[src/rtl/README_unused.sv]
// Holds no logic; the whole mode controller sits in sbc_mode_ctrl.sv.

[src/rtl/sbc_mode_pkg.sv]
// Constants, bus carriers and state layout of the SBC mode controller.
// Assumes a 250 MHz aclk and an AXI4-Lite master with 32-bit data.
package sbc_mode_pkg;
    // ------------------------------------------------------------
    // Bus carriers
    // ------------------------------------------------------------
    localparam int ADDR_W = 8;
    typedef struct packed {
        logic [ADDR_W-1:0] awaddr;
        logic              awvalid;
        logic [31:0]       wdata;
        logic [3:0]        wstrb;
        logic              wvalid;
        logic              bready;
        logic [ADDR_W-1:0] araddr;
        logic              arvalid;
        logic              rready;
    } axil_req_t;
    typedef struct packed {
        logic              awready;
        logic              wready;
        logic [1:0]        bresp;
        logic              bvalid;
        logic              arready;
        logic [31:0]       rdata;
        logic [1:0]        rresp;
        logic              rvalid;
    } axil_rsp_t;
    localparam logic [1:0] RESP_OKAY   = 2'h0;
    localparam logic [1:0] RESP_SLVERR = 2'h2;
    // ------------------------------------------------------------
    // Register map and fields
    // ------------------------------------------------------------
    localparam logic [ADDR_W-1:0] OFS_MODE   = 8'h00;
    localparam logic [ADDR_W-1:0] OFS_HWCTRL = 8'h04;
    localparam logic [ADDR_W-1:0] OFS_WKLVL  = 8'h08;
    localparam logic [ADDR_W-1:0] OFS_STATUS = 8'h0C;
    localparam logic [ADDR_W-1:0] OFS_WDTRIG = 8'h10;
    localparam int HW_FAILCNT = 0;
    localparam int HW_OVRST   = 1;
    localparam int HW_SEC     = 2;
    localparam int WK_CFG     = 0;
    localparam int WK_DEV     = 1;
    localparam int ST_POR     = 0;
    localparam int ST_OV      = 1;
    localparam int ST_UV      = 2;
    localparam int ST_BUV     = 3;
    localparam int ST_WARN    = 4;
    localparam int ST_FAIL    = 5;
    localparam int ST_MODE    = 8;
    localparam logic [2:0] HW_RESET = 3'h0;
    localparam logic [1:0] MODE_NORMAL  = 2'h0;
    localparam logic [1:0] MODE_SLEEP   = 2'h1;
    localparam logic [1:0] MODE_STOP    = 2'h2;
    localparam logic [1:0] MODE_SOFTRST = 2'h3;
    // ------------------------------------------------------------
    // Timing
    // ------------------------------------------------------------
    localparam int CLK_NS           = 4;
    localparam int RESET_DELAY_US   = 10;
    localparam int CFG_FILTER_US    = 1;
    localparam int LONG_WIN_MS      = 200;
    localparam int RD_CYC     = (RESET_DELAY_US * 1000 + CLK_NS - 1) / CLK_NS;
    localparam int FILT_CYC   = (CFG_FILTER_US * 1000 + CLK_NS - 1) / CLK_NS;
    localparam int LW_CYC_DOC = LONG_WIN_MS * 1000000 / CLK_NS;
    localparam int RD_W   = 12;
    localparam int FILT_W = 8;
    localparam logic [RD_W-1:0]   RD_LAST   = RD_W'(RD_CYC - 1);
    localparam logic [FILT_W-1:0] FILT_LAST = FILT_W'(FILT_CYC - 1);
    // ------------------------------------------------------------
    // Modes and block state
    // ------------------------------------------------------------
    typedef enum logic [2:0] {
        ST_INIT = 3'b000, ST_NORMAL = 3'b001, ST_STOP = 3'b010,
        ST_SLEEP = 3'b011, ST_RESTART = 3'b100, ST_FAILSAFE = 3'b101
    } sbc_state_t;
    typedef struct packed {
        sbc_state_t        st;
        logic              rst_n;
        logic [RD_W-1:0]   rd_cnt;
        logic [31:0]       lw_cnt;
        logic              lw_act;
        logic [FILT_W-1:0] f_cnt;
        logic              f_prev;
        logic              f_val;
        logic              f_ok;
        logic              cfg;
        logic              dev;
        logic [1:0]        mode_sel;
        logic              fcnt_sel;
        logic              ovrst;
        logic              sec_req;
        logic              por;
        logic              ov_f;
        logic              uv_f;
        logic              buv_f;
        logic              warn_f;
        logic              fail_out;
        logic              wd_once;
        logic              ov_prev;
        logic              ot_prev;
        logic              reg_en;
        logic              sec_en;
        logic              can_f;
        logic              pd_n;
        logic              aw_h;
        logic [ADDR_W-1:0] aw_a;
        logic              w_h;
        logic [31:0]       w_d;
        logic [3:0]        w_s;
        axil_rsp_t         rsp;
    } sbc_regs_t;
endpackage

[src/rtl/sbc_mode_ctrl.sv]
// Operating-mode controller of a system basis chip with AXI4-Lite registers.
// Assumes supply monitors, watchdog timing and wake detect arrive as
// synchronous levels or pulses on aclk.
`timescale 1ns/1ps
module sbc_mode_ctrl
#(
    parameter int unsigned LONG_WIN_CYC = sbc_mode_pkg::LW_CYC_DOC
)
(
    // Clock and reset
    input  wire logic                    aclk,
    input  wire logic                    aresetn,
    // Register bus
    input  wire sbc_mode_pkg::axil_req_t bus_req,
    output      sbc_mode_pkg::axil_rsp_t bus_rsp,
    // Monitors and pins
    input  wire logic                    test_pin_high,
    input  wire logic                    irq_cfg_pin_in,
    input  wire logic                    main_undervolt,
    input  wire logic                    main_overvolt,
    input  wire logic                    battery_undervolt,
    input  wire logic                    main_warn_in,
    input  wire logic                    wake_event,
    input  wire logic                    overtemp,
    input  wire logic                    wd_fail_in,
    // Outputs
    output      logic                    reset_out_n,
    output      logic                    irq_cfg_pin_out,
    output      logic                    irq_cfg_pin_oe_n,
    output      logic                    main_regulator_en,
    output      logic                    secondary_regulator_en,
    output      logic                    can_normal_force,
    output      logic                    fail_output,
    output      logic                    dev_mode
);
    import sbc_mode_pkg::*;

    sbc_regs_t s;
    sbc_regs_t n;

    // ------------------------------------------------------------
    // Next state
    // ------------------------------------------------------------
    // All decisions in one place so priority stays visible
    always_comb
    begin
        logic       wr_go;
        logic       rd_go;
        logic       wr_ok;
        logic       win;
        logic       rel;
        logic       wd_ev;
        logic       live;
        logic       go;
        logic       clr;
        logic [31:0] rv;
        sbc_state_t tgt;
        wr_go = 1'b0;
        rd_go = 1'b0;
        wr_ok = 1'b0;
        win   = 1'b0;
        rel   = 1'b0;
        wd_ev = 1'b0;
        live  = 1'b0;
        go    = 1'b0;
        clr   = 1'b0;
        rv    = 32'h0;
        tgt   = s.st;
        n     = s;
        // Write channels are taken in either order
        if (s.rsp.awready && bus_req.awvalid)
        begin
            n.aw_h = 1'b1;
            n.aw_a = bus_req.awaddr;
        end
        if (s.rsp.wready && bus_req.wvalid)
        begin
            n.w_h = 1'b1;
            n.w_d = bus_req.wdata;
            n.w_s = bus_req.wstrb;
        end
        if (s.rsp.bvalid && bus_req.bready)
            n.rsp.bvalid = 1'b0;
        if (s.rsp.rvalid && bus_req.rready)
            n.rsp.rvalid = 1'b0;
        wr_go = s.aw_h && s.w_h && !s.rsp.bvalid;
        rd_go = s.rsp.arready && bus_req.arvalid;
        // Read mux
        if (bus_req.araddr == OFS_MODE)
            rv[1:0] = s.mode_sel;
        else if (bus_req.araddr == OFS_HWCTRL)
        begin
            rv[HW_FAILCNT] = s.fcnt_sel;
            rv[HW_OVRST]   = s.ovrst;
            rv[HW_SEC]     = s.sec_req;
        end
        else if (bus_req.araddr == OFS_WKLVL)
        begin
            rv[WK_CFG] = s.cfg;
            rv[WK_DEV] = s.dev;
        end
        else if (bus_req.araddr == OFS_STATUS)
        begin
            rv[ST_POR]  = s.por;
            rv[ST_OV]   = s.ov_f;
            rv[ST_UV]   = s.uv_f;
            rv[ST_BUV]  = s.buv_f;
            rv[ST_WARN] = s.warn_f;
            rv[ST_FAIL] = s.fail_out;
            rv[ST_MODE+2:ST_MODE] = s.st;
        end
        if (rd_go)
        begin
            n.rsp.rvalid = 1'b1;
            n.rsp.rdata  = rv;
            n.rsp.rresp  = (bus_req.araddr == OFS_MODE || bus_req.araddr == OFS_HWCTRL
                            || bus_req.araddr == OFS_WKLVL || bus_req.araddr == OFS_STATUS
                            || bus_req.araddr == OFS_WDTRIG) ? RESP_OKAY : RESP_SLVERR;
        end
        // Write decode; only the low byte carries fields
        if (wr_go)
        begin
            n.aw_h = 1'b0;
            n.w_h  = 1'b0;
            n.rsp.bvalid = 1'b1;
            wr_ok = 1'b1;
            if (s.aw_a == OFS_MODE && s.w_s[0])
            begin
                // Stop takes Normal, Stop and soft reset; Sleep from Stop goes to Restart
                // Ignored while reset is low so Sleep and Fail-Safe hold
                if (!s.rst_n)
                    wr_ok = 1'b1;
                else if (s.w_d[1:0] == MODE_SOFTRST)
                begin
                    go  = 1'b1;
                    tgt = ST_INIT;
                end
                else if (s.w_d[1:0] == MODE_SLEEP)
                begin
                    go  = 1'b1;
                    tgt = (s.st == ST_STOP) ? ST_RESTART : ST_SLEEP;
                    n.mode_sel = MODE_SLEEP;
                end
                else if (s.w_d[1:0] == MODE_STOP)
                begin
                    go  = 1'b1;
                    tgt = ST_STOP;
                    n.mode_sel = MODE_STOP;
                end
                else
                begin
                    go  = 1'b1;
                    tgt = ST_NORMAL;
                    n.mode_sel = MODE_NORMAL;
                end
            end
            else if (s.aw_a == OFS_HWCTRL && s.w_s[0])
            begin
                // Configuration writes are dropped in Stop
                if (s.st != ST_STOP)
                begin
                    n.fcnt_sel = s.w_d[HW_FAILCNT];
                    n.ovrst    = s.w_d[HW_OVRST];
                    n.sec_req  = s.w_d[HW_SEC];
                end
            end
            else if (s.aw_a == OFS_STATUS && s.w_s[0])
                clr = 1'b1;
            else if (s.aw_a == OFS_WDTRIG)
            begin
                n.lw_act  = 1'b0;
                n.wd_once = 1'b0;
            end
            else if (s.aw_a != OFS_WKLVL)
                wr_ok = 1'b0;
            n.rsp.bresp = wr_ok ? RESP_OKAY : RESP_SLVERR;
        end
        // Any command in Init once reset is released, legal or not, ends Init, except a soft reset write
        if ((wr_go || rd_go) && s.st == ST_INIT && s.rst_n && !go)
        begin
            go  = 1'b1;
            tgt = ST_NORMAL;
        end
        // Status flags: set beats clear
        n.por    = s.por    && !(clr && s.w_d[ST_POR]);
        n.ov_f   = (s.ov_f  && !(clr && s.w_d[ST_OV])) || (main_overvolt && !s.ov_prev);
        n.uv_f   = (s.uv_f  && !(clr && s.w_d[ST_UV])) || (s.rst_n && main_undervolt);
        n.buv_f  = (s.buv_f && !(clr && s.w_d[ST_BUV])) || (s.rst_n && battery_undervolt);
        n.warn_f = (s.warn_f && !(clr && s.w_d[ST_WARN])) || (s.rst_n && main_warn_in);
        n.fail_out = s.fail_out && !(clr && s.w_d[ST_FAIL]);
        n.ov_prev = main_overvolt;
        n.ot_prev = overtemp;
        // Pin filter runs only while the pull-down window is open
        win = !s.rst_n && (s.st == ST_INIT || s.por);
        if (!win)
        begin
            n.f_ok  = 1'b0;
            n.f_cnt = '0;
        end
        else if (irq_cfg_pin_in != s.f_prev)
        begin
            n.f_prev = irq_cfg_pin_in;
            n.f_cnt  = '0;
        end
        else if (s.f_cnt == FILT_LAST)
        begin
            n.f_val = s.f_prev;
            n.f_ok  = 1'b1;
        end
        else
            n.f_cnt = s.f_cnt + 1'b1;
        // Reset delay and release
        if (!s.rst_n && s.rd_cnt != RD_LAST)
            n.rd_cnt = s.rd_cnt + 1'b1;
        rel = !s.rst_n && s.rd_cnt == RD_LAST && !main_undervolt
              && (s.st == ST_INIT || s.st == ST_RESTART);
        if (rel)
        begin
            n.rst_n  = 1'b1;
            n.lw_act = 1'b1;
            n.lw_cnt = 32'h0;
            if (win)
                n.cfg = s.f_ok ? s.f_val : 1'b0;
            if (s.st == ST_INIT)
                n.dev = test_pin_high;
            if (s.st == ST_RESTART)
            begin
                go  = 1'b1;
                tgt = ST_NORMAL;
            end
        end
        // Long open window; frozen in development mode
        if (s.lw_act && !s.dev && n.lw_act)
            n.lw_cnt = s.lw_cnt + 32'h1;
        live = s.rst_n && (s.st == ST_INIT || s.st == ST_NORMAL || s.st == ST_STOP);
        // Wake and overtemperature recovery
        if ((s.st == ST_SLEEP || s.st == ST_FAILSAFE) && wake_event)
        begin
            go  = 1'b1;
            tgt = ST_RESTART;
        end
        if (s.st == ST_FAILSAFE && s.ot_prev && !overtemp)
        begin
            go  = 1'b1;
            tgt = ST_RESTART;
        end
        // Undervoltage reset
        if (live && main_undervolt)
        begin
            go  = 1'b1;
            tgt = ST_RESTART;
        end
        // Overvoltage reaction depends on the latched level
        if (live && main_overvolt && !s.ov_prev && s.ovrst)
        begin
            go         = 1'b1;
            n.fail_out = 1'b1;
            tgt  = s.cfg ? ST_RESTART : ST_FAILSAFE;
        end
        // Watchdog failure: external timing or missed long window
        wd_ev = live && !s.dev
                && (wd_fail_in || (s.lw_act && s.lw_cnt == 32'(LONG_WIN_CYC - 1)));
        if (wd_ev)
        begin
            go = 1'b1;
            if (s.fcnt_sel || s.wd_once)
            begin
                n.fail_out = 1'b1;
                n.wd_once = 1'b0;
                tgt = s.cfg ? ST_RESTART : ST_FAILSAFE;
            end
            else
            begin
                n.wd_once = 1'b1;
                tgt = ST_RESTART;
            end
        end
        // Mode entry side effects
        if (go)
        begin
            n.st = tgt;
            if (tgt == ST_RESTART || tgt == ST_SLEEP || tgt == ST_FAILSAFE)
            begin
                n.rst_n  = 1'b0;
                n.rd_cnt = '0;
                n.lw_act = 1'b0;
            end
            if (tgt == ST_RESTART || tgt == ST_FAILSAFE)
                n.mode_sel = MODE_NORMAL;
            if (tgt == ST_INIT)
            begin
                // Soft reset keeps reset released and restarts the window
                n.mode_sel = MODE_NORMAL;
                {n.sec_req, n.ovrst, n.fcnt_sel} = HW_RESET;
                n.lw_act  = 1'b1;
                n.lw_cnt  = 32'h0;
                n.wd_once = 1'b0;
            end
        end
        // Registered pin and supply controls
        n.reg_en = !(n.st == ST_SLEEP || n.st == ST_FAILSAFE);
        n.sec_en = n.dev || n.sec_req;
        n.can_f  = n.dev;
        n.pd_n   = !(!n.rst_n && (n.st == ST_INIT || n.por));
        n.rsp.awready = !n.aw_h && !n.rsp.bvalid;
        n.rsp.wready  = !n.w_h && !n.rsp.bvalid;
        n.rsp.arready = !n.rsp.rvalid;
    end

    // ------------------------------------------------------------
    // State register
    // ------------------------------------------------------------
    // Power-on: Init, reset asserted, pull-down on, power-on flag set
    always_ff @(posedge aclk)
    begin
        if (!aresetn)
        begin
            s     <= '0;
            s.por <= 1'b1;
        end
        else
            s <= n;
    end

    // Outputs straight from state flops; irq_cfg_pin_out is tied low
    assign bus_rsp                = s.rsp;
    assign reset_out_n            = s.rst_n;
    assign irq_cfg_pin_out        = 1'b0;
    assign irq_cfg_pin_oe_n       = s.pd_n;
    assign main_regulator_en      = s.reg_en;
    assign secondary_regulator_en = s.sec_en;
    assign can_normal_force       = s.can_f;
    assign fail_output            = s.fail_out;
    assign dev_mode               = s.dev;
endmodule

[config.mk]
export PLATFORM = sky130hd
export DESIGN_NAME = sbc_mode_ctrl
export DESIGN_NICKNAME = d
export VERILOG_FILES = /design/src/rtl/README_unused.sv /design/src/rtl/sbc_mode_pkg.sv /design/src/rtl/sbc_mode_ctrl.sv
export SDC_FILE = /design/constraint.sdc
export NUM_CORES = 1
export LEC_CHECK = 0
export ABC_AREA = 1
export ABC_CLOCK_PERIOD_IN_PS = 3100
export BUFFER_PORTS_ARGS = -buffer_cell sky130_fd_sc_hd__buf_2
export CAP_MARGIN = 20
export CORE_UTILIZATION = 60
export CTS_CLUSTER_SIZE = 8
export DETAILED_ROUTE_END_ITERATION = 10
export PLACE_DENSITY = 0.86
export SLEW_MARGIN = 20
export SYNTH_ARGS = -nofsm -noshare
export SYNTH_HDL_FRONTEND = slang
export SYNTH_SLANG_ARGS = --single-unit
[constraint.sdc]
create_clock -name aclk -period 3.1 [get_ports aclk]
set_clock_uncertainty 0.1 [all_clocks]
set_input_delay 0.93 -clock aclk [delete_from_list [all_inputs] [get_ports aclk]]
set_output_delay 0.93 -clock aclk [all_outputs]
set_load 0.05 [all_outputs]
---- Word level (Yosys, flattened, before mapping) ----
Cells that the tools add are included.
word-level totals
  register bits after elaboration ......... 143
  input port bits ......................... 68
  output and inout bits ................... 49
  logic and storage cells ................. 274
cells by class
  add/subtract/negate cells ............... 3
  eq/ne operators ......................... 27
  muxes and demuxes ....................... 98
  bitwise operators ....................... 3
  reduce and logical (&&, ||, !) cells .... 103
operators by type and width
  cell                                             number
  2-to-1 mux 3 bit                                 23
  2-to-1 mux 33 bit                                2
  logical AND 1 bit                                50
  2-to-1 mux 1 bit                                 49
  2-to-1 mux 49 bit                                1
  2-to-1 mux 37 bit                                1
  adder 32 x 1 -> 32 bit, second input constant    1
  == test 32 x 26 -> 1 bit, second input constant  1
  2-to-1 mux 32 bit                                1
  == test 8 x 4 -> 1 bit, second input constant    3
  2-to-1 mux 2 bit                                 12
  logical OR 1 bit                                 22
  zero test 1 bit                                  20
  == test 8 x 3 -> 1 bit, second input constant    2
  == test 8 x 5 -> 1 bit, second input constant    2
  zero test 8 bit                                  2
  == test 3 bit, second input constant             5
  2-to-1 mux 5 bit                                 3
  2-to-1 mux 13 bit                                1
  adder 12 x 1 -> 12 bit, second input constant    1
  == test 12 bit, second input constant            1
  == test 3 x 2 -> 1 bit, second input constant    4
  2-to-1 mux 12 bit                                1
  != test 12 bit, second input constant            1
  other kinds (16)                                 25

---- Logic depth before layout (Yosys ltp) ----
Gate-level depths: netlist of the first run.
  depth in word-level cells ............... 25
  depth in mapped cells ................... 18
  gate-level depth less buffers ........... 17

---- Worst setup path after synthesis of the first run ----
No wires, ideal clock.
  path kind ............................... reg-to-reg
  start ................................... register s, in the netlist reset_out_n
  end ..................................... register s[161] (netlist name)
  setup time .............................. 0.118 ns
  data arrival time ....................... 2.161 ns
  path slack .............................. 0.721 ns
  cell stages (with the launch flop) ...... 16
  buffers on the path ..................... 1
  period minus slack after synthesis ...... 2.379 ns
  cells stage by stage .................... dfxtp_1 inv_1 or2_1 nor2_4 nand3_4 nor2_2 nand2_1 nand3_1 nand2_2 nand2_2 nand2_1 nand2_2 nand2_2 nand2_2 buf_6 nor2_4
between the ends
  longest elaborated chain between the ends .. 18
ends and longest elaborated chain
  what                                                            line                  text
  start: declaration                                              sbc_mode_ctrl.sv:38   sbc_regs_t s;
  start signal: assignment                                        sbc_mode_ctrl.sv:322  s <= n;
  2-to-1 mux 1 bit                                                sbc_mode_ctrl.sv:131  if (!s.rst_n)
  2-to-1 mux 1 bit                                                sbc_mode_ctrl.sv:127  if (s.aw_a == OFS_MODE && s.w_s[0])
  2-to-1 mux 1 bit                                                sbc_mode_ctrl.sv:121  if (wr_go)
  zero test 1 bit                                                 sbc_mode_ctrl.sv:179  if ((wr_go || rd_go) && s.st == ST_INIT && s.rst_n && !go)
  logical AND 1 bit                                               sbc_mode_ctrl.sv:179
  2-to-1 mux 3 bit                                                sbc_mode_ctrl.sv:179
  2-to-1 mux 3 bit                                                sbc_mode_ctrl.sv:226  if (s.st == ST_RESTART)
  2-to-1 mux 3 bit                                                sbc_mode_ctrl.sv:217  if (rel)
  2-to-1 mux 3 bit                                                sbc_mode_ctrl.sv:237  if ((s.st == ST_SLEEP || s.st == ST_FAILSAFE) && wake_event)
  2-to-1 mux 3 bit                                                sbc_mode_ctrl.sv:242  if (s.st == ST_FAILSAFE && s.ot_prev && !overtemp)
  2-to-1 mux 3 bit                                                sbc_mode_ctrl.sv:248  if (live && main_undervolt)
  2-to-1 mux 3 bit                                                sbc_mode_ctrl.sv:254  if (live && main_overvolt && !s.ov_prev && s.ovrst)
  2-to-1 mux 3 bit                                                sbc_mode_ctrl.sv:263  if (wd_ev)
  == test 3 bit / == test 3 x 2 -> 1 bit (equally long branches)  sbc_mode_ctrl.sv:282  if (tgt == ST_RESTART || tgt == ST_SLEEP || tgt == ST_FAILSAFE)
  logical OR 1 bit (2 in a row)                                   sbc_mode_ctrl.sv:282
  2-to-1 mux 13 bit                                               sbc_mode_ctrl.sv:282
  2-to-1 mux 49 bit (*)                                           sbc_mode_ctrl.sv:279  if (go)
Mark *: on every way between the ends. The rest lies on a longest branch, timed or not.
A chain may end at the register's enable or synchronous reset.

---- Final worst setup path of the first run ----
  start ................................... register s[119] (netlist name)
  end ..................................... register s[128] (netlist name)
between the ends
  longest elaborated chain between the ends .. 8
ends and longest elaborated chain
  what                                                            line
  branches (longest 7 deep; another with adder 32 x 1 -> 32 bit)  --
  2-to-1 mux 49 bit (*)                                           sbc_mode_ctrl.sv:279
Mark *: on every way between the ends.

==> out/metrics.cfg, run 1 <==
[layout]
drive_above_1_share_pct = 14.15
final_cell_area_um2 = 6484
layout_commonest_cell = nand2_1
final_cell_mix = nand2_1 (163), nor2_1 (121), dfxtp_1 (112), inv_1 (107), buf_2 (61)
area_growth_pct = 7.868
antenna_cells = 0
final_util_pct = 66.64
fillers = 919
multi_input_area_um2 = 3045
nNetsFinal = 993
stdcell_count = 1059
seq_area_um2 = 2242

[floorplanning]
die_y_um = 102.1
io_pins = 117
dieWidth_um = 102.1
die_area_um2 = 10420
initial_core_util_pct = 61.78
core_um2 = 9729
std_cell_rows = 36

[setup_path]
criticalPathCategory = flop to flop
arrival_ps = 2770
cp_top_family = simple AND/OR/NAND/NOR gates
critPathMaxFanout = 9
r2r_slack_ps = 460
ff2ff_path_depth = 16
reg2reg_to = s[128]
crit_top_cell = nand2_2
critPathLaunchType = flop
cpMaxStageDelayCell = dfxtp_1
end_kind = flop
r2r_start = s[119]
required_ps = 3230
path_cells = ha_1 > nand2_1 > inv_1 > nand2_2 > nor2_1 > nand3_1 > nand2_1 > nand2_2 > nand2_1 > inv_1 > nand2_2 > nand2_2 > nor2_4 > inv_1 > nor2_2 > nor3_1
crit_path_max_incr_delay_ps = 410
crit_buf_inv = 3

[min_path]
hold_start = s[48]
hold_path_end = s[48]
hold_class = flop to flop
hold_depth = 2

[logic_synthesis]
synthMuxAreaShare_pct = 0.1665
postSynthCellCount = 873
synth-simple-area-share_pct = 33.74
synth_top_family_by_area = simple AND/OR/NAND/NOR gates
synth_compound_area_share_pct = 11.24
synthesis.area_um2 = 6011
syn_avg_cell_area_um2 = 6.885
async_flop_share_pct = 0
synth_xor_area_share_pct = 3.060
ys_ff_latch = 112
synthAdderAreaFrac_pct = 0.8326
ys_types = 46
yosysWarnings = 0
synth_seq_area_share_pct = 37.30
synth_ff_type = dfxtp_1
synth-edff-count = 0

[place]
dp_slack_ps = 302.9
place.gp.congestion = 0.9746
place_inst = 1043
dp_hpwl_um = 10040
placed_cell_area_um2 = 6247
portBuffers = 61

[routing]
antenna_left = 0
vias = 5634
drc_errors = 0
wl_per_cell_um = 12.81
first_pass_iters = 5
vias_per_cell = 5.320
wirelength_um = 13570
initialDrtViolationCount = 398

[timing]
hold_slack_ps = 361.0
period_share_pct = 85.24
maxSlewHeadroom_pct = 37.54
slew_viol_final = 0
hold_viol_final = 0
fin_crit_ps = 2643
rsz0062_at_grt = no
max_freq_mhz = 378.4
fin_tns_setup_ps = 0
worstMarginPinSlew_ps = 928.4
setup_ws_ps = 457.5
setup_viol = 0

[cts]
cts_tree = done
cts_root_buf = clkbuf_8
cts-buffers-inserted = 9
cts_setup_buffers = 0
cts_htree_levels = 3
clock_latency_ps = 380
cts_hold_buf = 0
cts.path.max_buffers = 2
cts.sinks = 112
post_cts_resized = 0
clkSlewWorstSetupHoldPaths_ps = 110

[global_route]
grt_max_degree = 40
grt_usage_pct = 26.73
grt_pass1_wl_um = 22160
grt_antenna_before_repair = 0
grt_pass1_vias = 4942
grt_overflow_total = 0

[pwr]
power_mw = 2.773
p_leak_nw = 2.705
p_clk_share_pct = 36.3
internal_power_mw = 2.009
powerDensity_nw_per_um2 = 427.7
pwr-share-seq_pct = 53.9
p_switching_mw = 0.7645
switching_share_pct = 27.57
combPwrFrac_pct = 9.8
vdd_drop_max_mv = 0.2556

[run_status]
status = finished clean

[job]
max_cap_viol_count = 0

-- cell type report --
class	count	area share [%]
timing repair buffer	71	5.866
multi-input combinational	617	46.97
clock buffer	9	1.910
sequential	112	34.58
inverter	110	6.368
clock inverter	7	1.737
tap	133	2.567
-- kinds of logic after synthesis --
family / count (synthesis)
flip-flops: 112
other: 1
adder cells (fa/ha/maj): 4
buffers and inverters: 169
AND/OR/NAND/NOR: 441
multiplexers: 1
AO/OA/AOI/OAI: 124
XOR/XNOR: 21
-- registers in the layout, summed over array words and instances, names as in the netlist --
signal	cells
main_regulator_en	1
reset_out_n	1
can_normal_force	1
bus_rsp	16
irq_cfg_pin_oe_n	1
s	90
fail_output	1
secondary_regulator_en	1
-- synthesized netlist by cell type (all sizes together), types with 4 or more instances --
cell,count,share of area [%]
buf,51,6.2
nor4,9,0.94
inv,110,6.9
nand2,175,12
nand3,55,5.1
a21oi,47,3.9
xor2,18,2.6
o211ai,4,0.50
o21ai,57,4.8
ha,4,0.83
nor2,140,10
nand4,21,2.2
clkbuf,8,0.50
or2,5,0.52
dfxtp,112,37
nor3,30,2.7
-- worst min-delay path, cell delays in order (launching register included) --
cell and delay [ps]:
dfxtp_1 310, inv_1 60, a21oi_1 50
-- power by group through the flow --
stage	Sequential, mW	Clock, mW	Combinational [mW]
finish	1.49	1.01	0.273
global route	1.50	1.08	0.299
CTS	1.49	1.02	0.272
detailed placement	1.53	0	0.271
global placement	1.52	0	0.267
floorplan	1.52	0	0.243
-- how the worst max path moves through the flow --
stage,start,endpoint,slack (ps),cells past startpoint
floorplan,reset_out_n,s[161],720,15
global placement,main_undervolt,s[128],310,9
detailed placement,main_undervolt,s[128],300,11
CTS,s[119],s[128],500,16
global route,s[119],s[128],310,16
finish,s[119],s[128],460,16
-- layer usage --
metal | global-route usage, % | vias to the layer above | share of wire, %
li1 | - | 2857 | -
met1 | 35.11 | 2558 | 47
met2 | 45.48 | 190 | 46
met3 | 4.172 | 29 | 5.2
met4 | 7.582 | 0 | 2.1
met5 | 0 | - | 0
(Power assumes the default switching activity.)
==> inputs of run 2 (changes only) <==
SETUP_SLACK_MARGIN = 0.5   (was not set)
==> run 2 against run 1 <==
Core utilization rose by 0.26 points. Die area did not move. Sequential power barely moved. Cell area rose by 0.39%. Routed wire length rose by 0.83%. Maximum frequency rose by 4.5%. Cell count did not move. Clock power barely moved. Global-route usage did not move. Flip-flop and latch count did not move. Sequential share of layout area fell by 0.11 points. Highest routed layer unchanged.
==> out/metrics.cfg, run 2 (same netlist as run 1, synthesis figures left out) <==
[cts]
clock_latency_ps = 380
cts_htree_levels = 3
clkSlewWorstSetupHoldPaths_ps = 110
cts_tree = done
cts_root_buf = clkbuf_8
cts-buffers-inserted = 9
cts.sinks = 112
cts.path.max_buffers = 2

[timing]
maxSlewHeadroom_pct = 37.66
fin_crit_ps = 2528
hold_viol_final = 0
fin_tns_setup_ps = 0
setup_ws_ps = 572.0
period_share_pct = 81.55
worstMarginPinSlew_ps = 926.6
max_freq_mhz = 395.6
rsz0062_at_grt = no
setup_viol = 0
slew_viol_final = 0

[pwr]
p_leak_nw = 2.725
combPwrFrac_pct = 9.9
switching_share_pct = 27.75
internal_power_mw = 2.010
p_switching_mw = 0.7719
p_clk_share_pct = 36.4
pwr-share-seq_pct = 53.7
powerDensity_nw_per_um2 = 427.3
vdd_drop_max_mv = 0.2558

[setup_path]
reg2reg_to = s[122]
cp_top_family = simple AND/OR/NAND/NOR gates
r2r_slack_ps = 570
required_ps = 3310
critPathMaxFanout = 8
ff2ff_path_depth = 12
cpMaxStageDelayCell = nand4_1
r2r_start = s[119]
crit_path_max_incr_delay_ps = 380
path_depth = 12
arrival_ps = 2740
critPathLaunchType = flop
end_kind = flop
crit_buf_inv = 1
path_cells = ha_1 > nand2_1 > inv_1 > nand2_2 > nor2_1 > nand3_1 > nand2_1 > nand2_2 > nand4_1 > nand3_4 > nand3_2 > nor2_1
criticalPathCategory = flop to flop

[global_route]
grt_antenna_before_repair = 0
grt_usage_pct = 26.73
grt_pass1_vias = 4942
grt_pass1_wl_um = 22160
grt_overflow_total = 0
grt_max_degree = 40

[layout]
nNetsFinal = 993
largest_register = s
drive_above_1_share_pct = 14.25
final_util_pct = 66.90
area_growth_pct = 8.285
layout_commonest_cell = nand2_1
largest_register_ffs = 90
stdcell_count = 1059
fillers = 915
final_cell_area_um2 = 6509
antenna_cells = 0
final_cell_mix = nand2_1 (163), nor2_1 (121), dfxtp_1 (111), inv_1 (107), buf_2 (61)

[floorplanning]
die_y_um = 102.1
dieWidth_um = 102.1
die_area_um2 = 10420
initial_core_util_pct = 61.78
std_cell_rows = 36
io_pins = 117
core_um2 = 9729

[place]
portBuffers = 61
place_inst = 1043
dp_hpwl_um = 10040
dp_slack_ps = 302.9
place.gp.congestion = 0.9746
placed_cell_area_um2 = 6247

[min_path]
hold_path_end = bus_rsp[39]
hold_class = flop to flop
hold_start = s[77]
hold_depth = 1

[routing]
vias_per_cell = 5.344
wl_per_cell_um = 12.92
vias = 5659
wirelength_um = 13680
initialDrtViolationCount = 439
antenna_left = 0
drc_errors = 0
first_pass_iters = 5

[job]
max_cap_viol_count = 0

[run_status]
status = finished clean

run 2: changes by cell type in the layout (fill, tap and decap cells not counted):
cell	delta
dfxtp_2	+1
dfxtp_1	-1
a21boi_1	+1
nand2_4	+1
nor2_2	-1
nand2_2	-2
a21boi_0	-1
nand2_8	+1
nor2_4	+1
run 2: layout make-up:
| type | instances | area [um^2] | area share (%) |
|---|---|---|---|
| inverter | 110 | 412.9 | 6.344 |
| multi-input combinational | 617 | 3069 | 47.15 |
| clock buffer | 9 | 123.9 | 1.903 |
| clock inverter | 7 | 112.6 | 1.730 |
| timing repair buffer | 71 | 380.4 | 5.844 |
| tap | 133 | 166.4 | 2.557 |
| sequential | 112 | 2243 | 34.47 |
run 2: through the flow:
stage	power, mW	hold slack [ps]
floorplan	1.766	315.3
global placement	1.791	334.9
detailed placement	1.798	342.1
CTS	2.791	363.8
global route	2.885	380.2
finish	2.781	361.8
run 2: power groups by stage:
stage | clock [mW] | sequential, mW | combinational, mW
after floorplan | 0 | 1.52 | 0.243
after global placement | 0 | 1.52 | 0.267
after detailed placement | 0 | 1.53 | 0.271
after CTS | 1.02 | 1.49 | 0.272
after global routing | 1.08 | 1.50 | 0.301
final | 1.01 | 1.49 | 0.275
run 2: repair_timing:
action                                  CTS  global route
buffers inserted                          0             0
resized for setup                         0             6
endpoints found under the setup margin    0            38
hold buffers                              0             0
run 2: routing by layer:
metal | GRT usage, % | share of wire [%]
met5 | 0 | 0
met2 | 45.48 | 47
met4 | 7.582 | 1.9
met1 | 35.11 | 46
met3 | 4.172 | 5.7
run 2: how the worst max path moves through the flow:
stage | startpoint | to
after floorplan | reset_out_n | s[161]
after global placement | main_undervolt | s[128]
after detailed placement | main_undervolt | s[128]
after CTS | s[119] | s[128]
after global routing | s[119] | s[135]
final | s[119] | s[122]
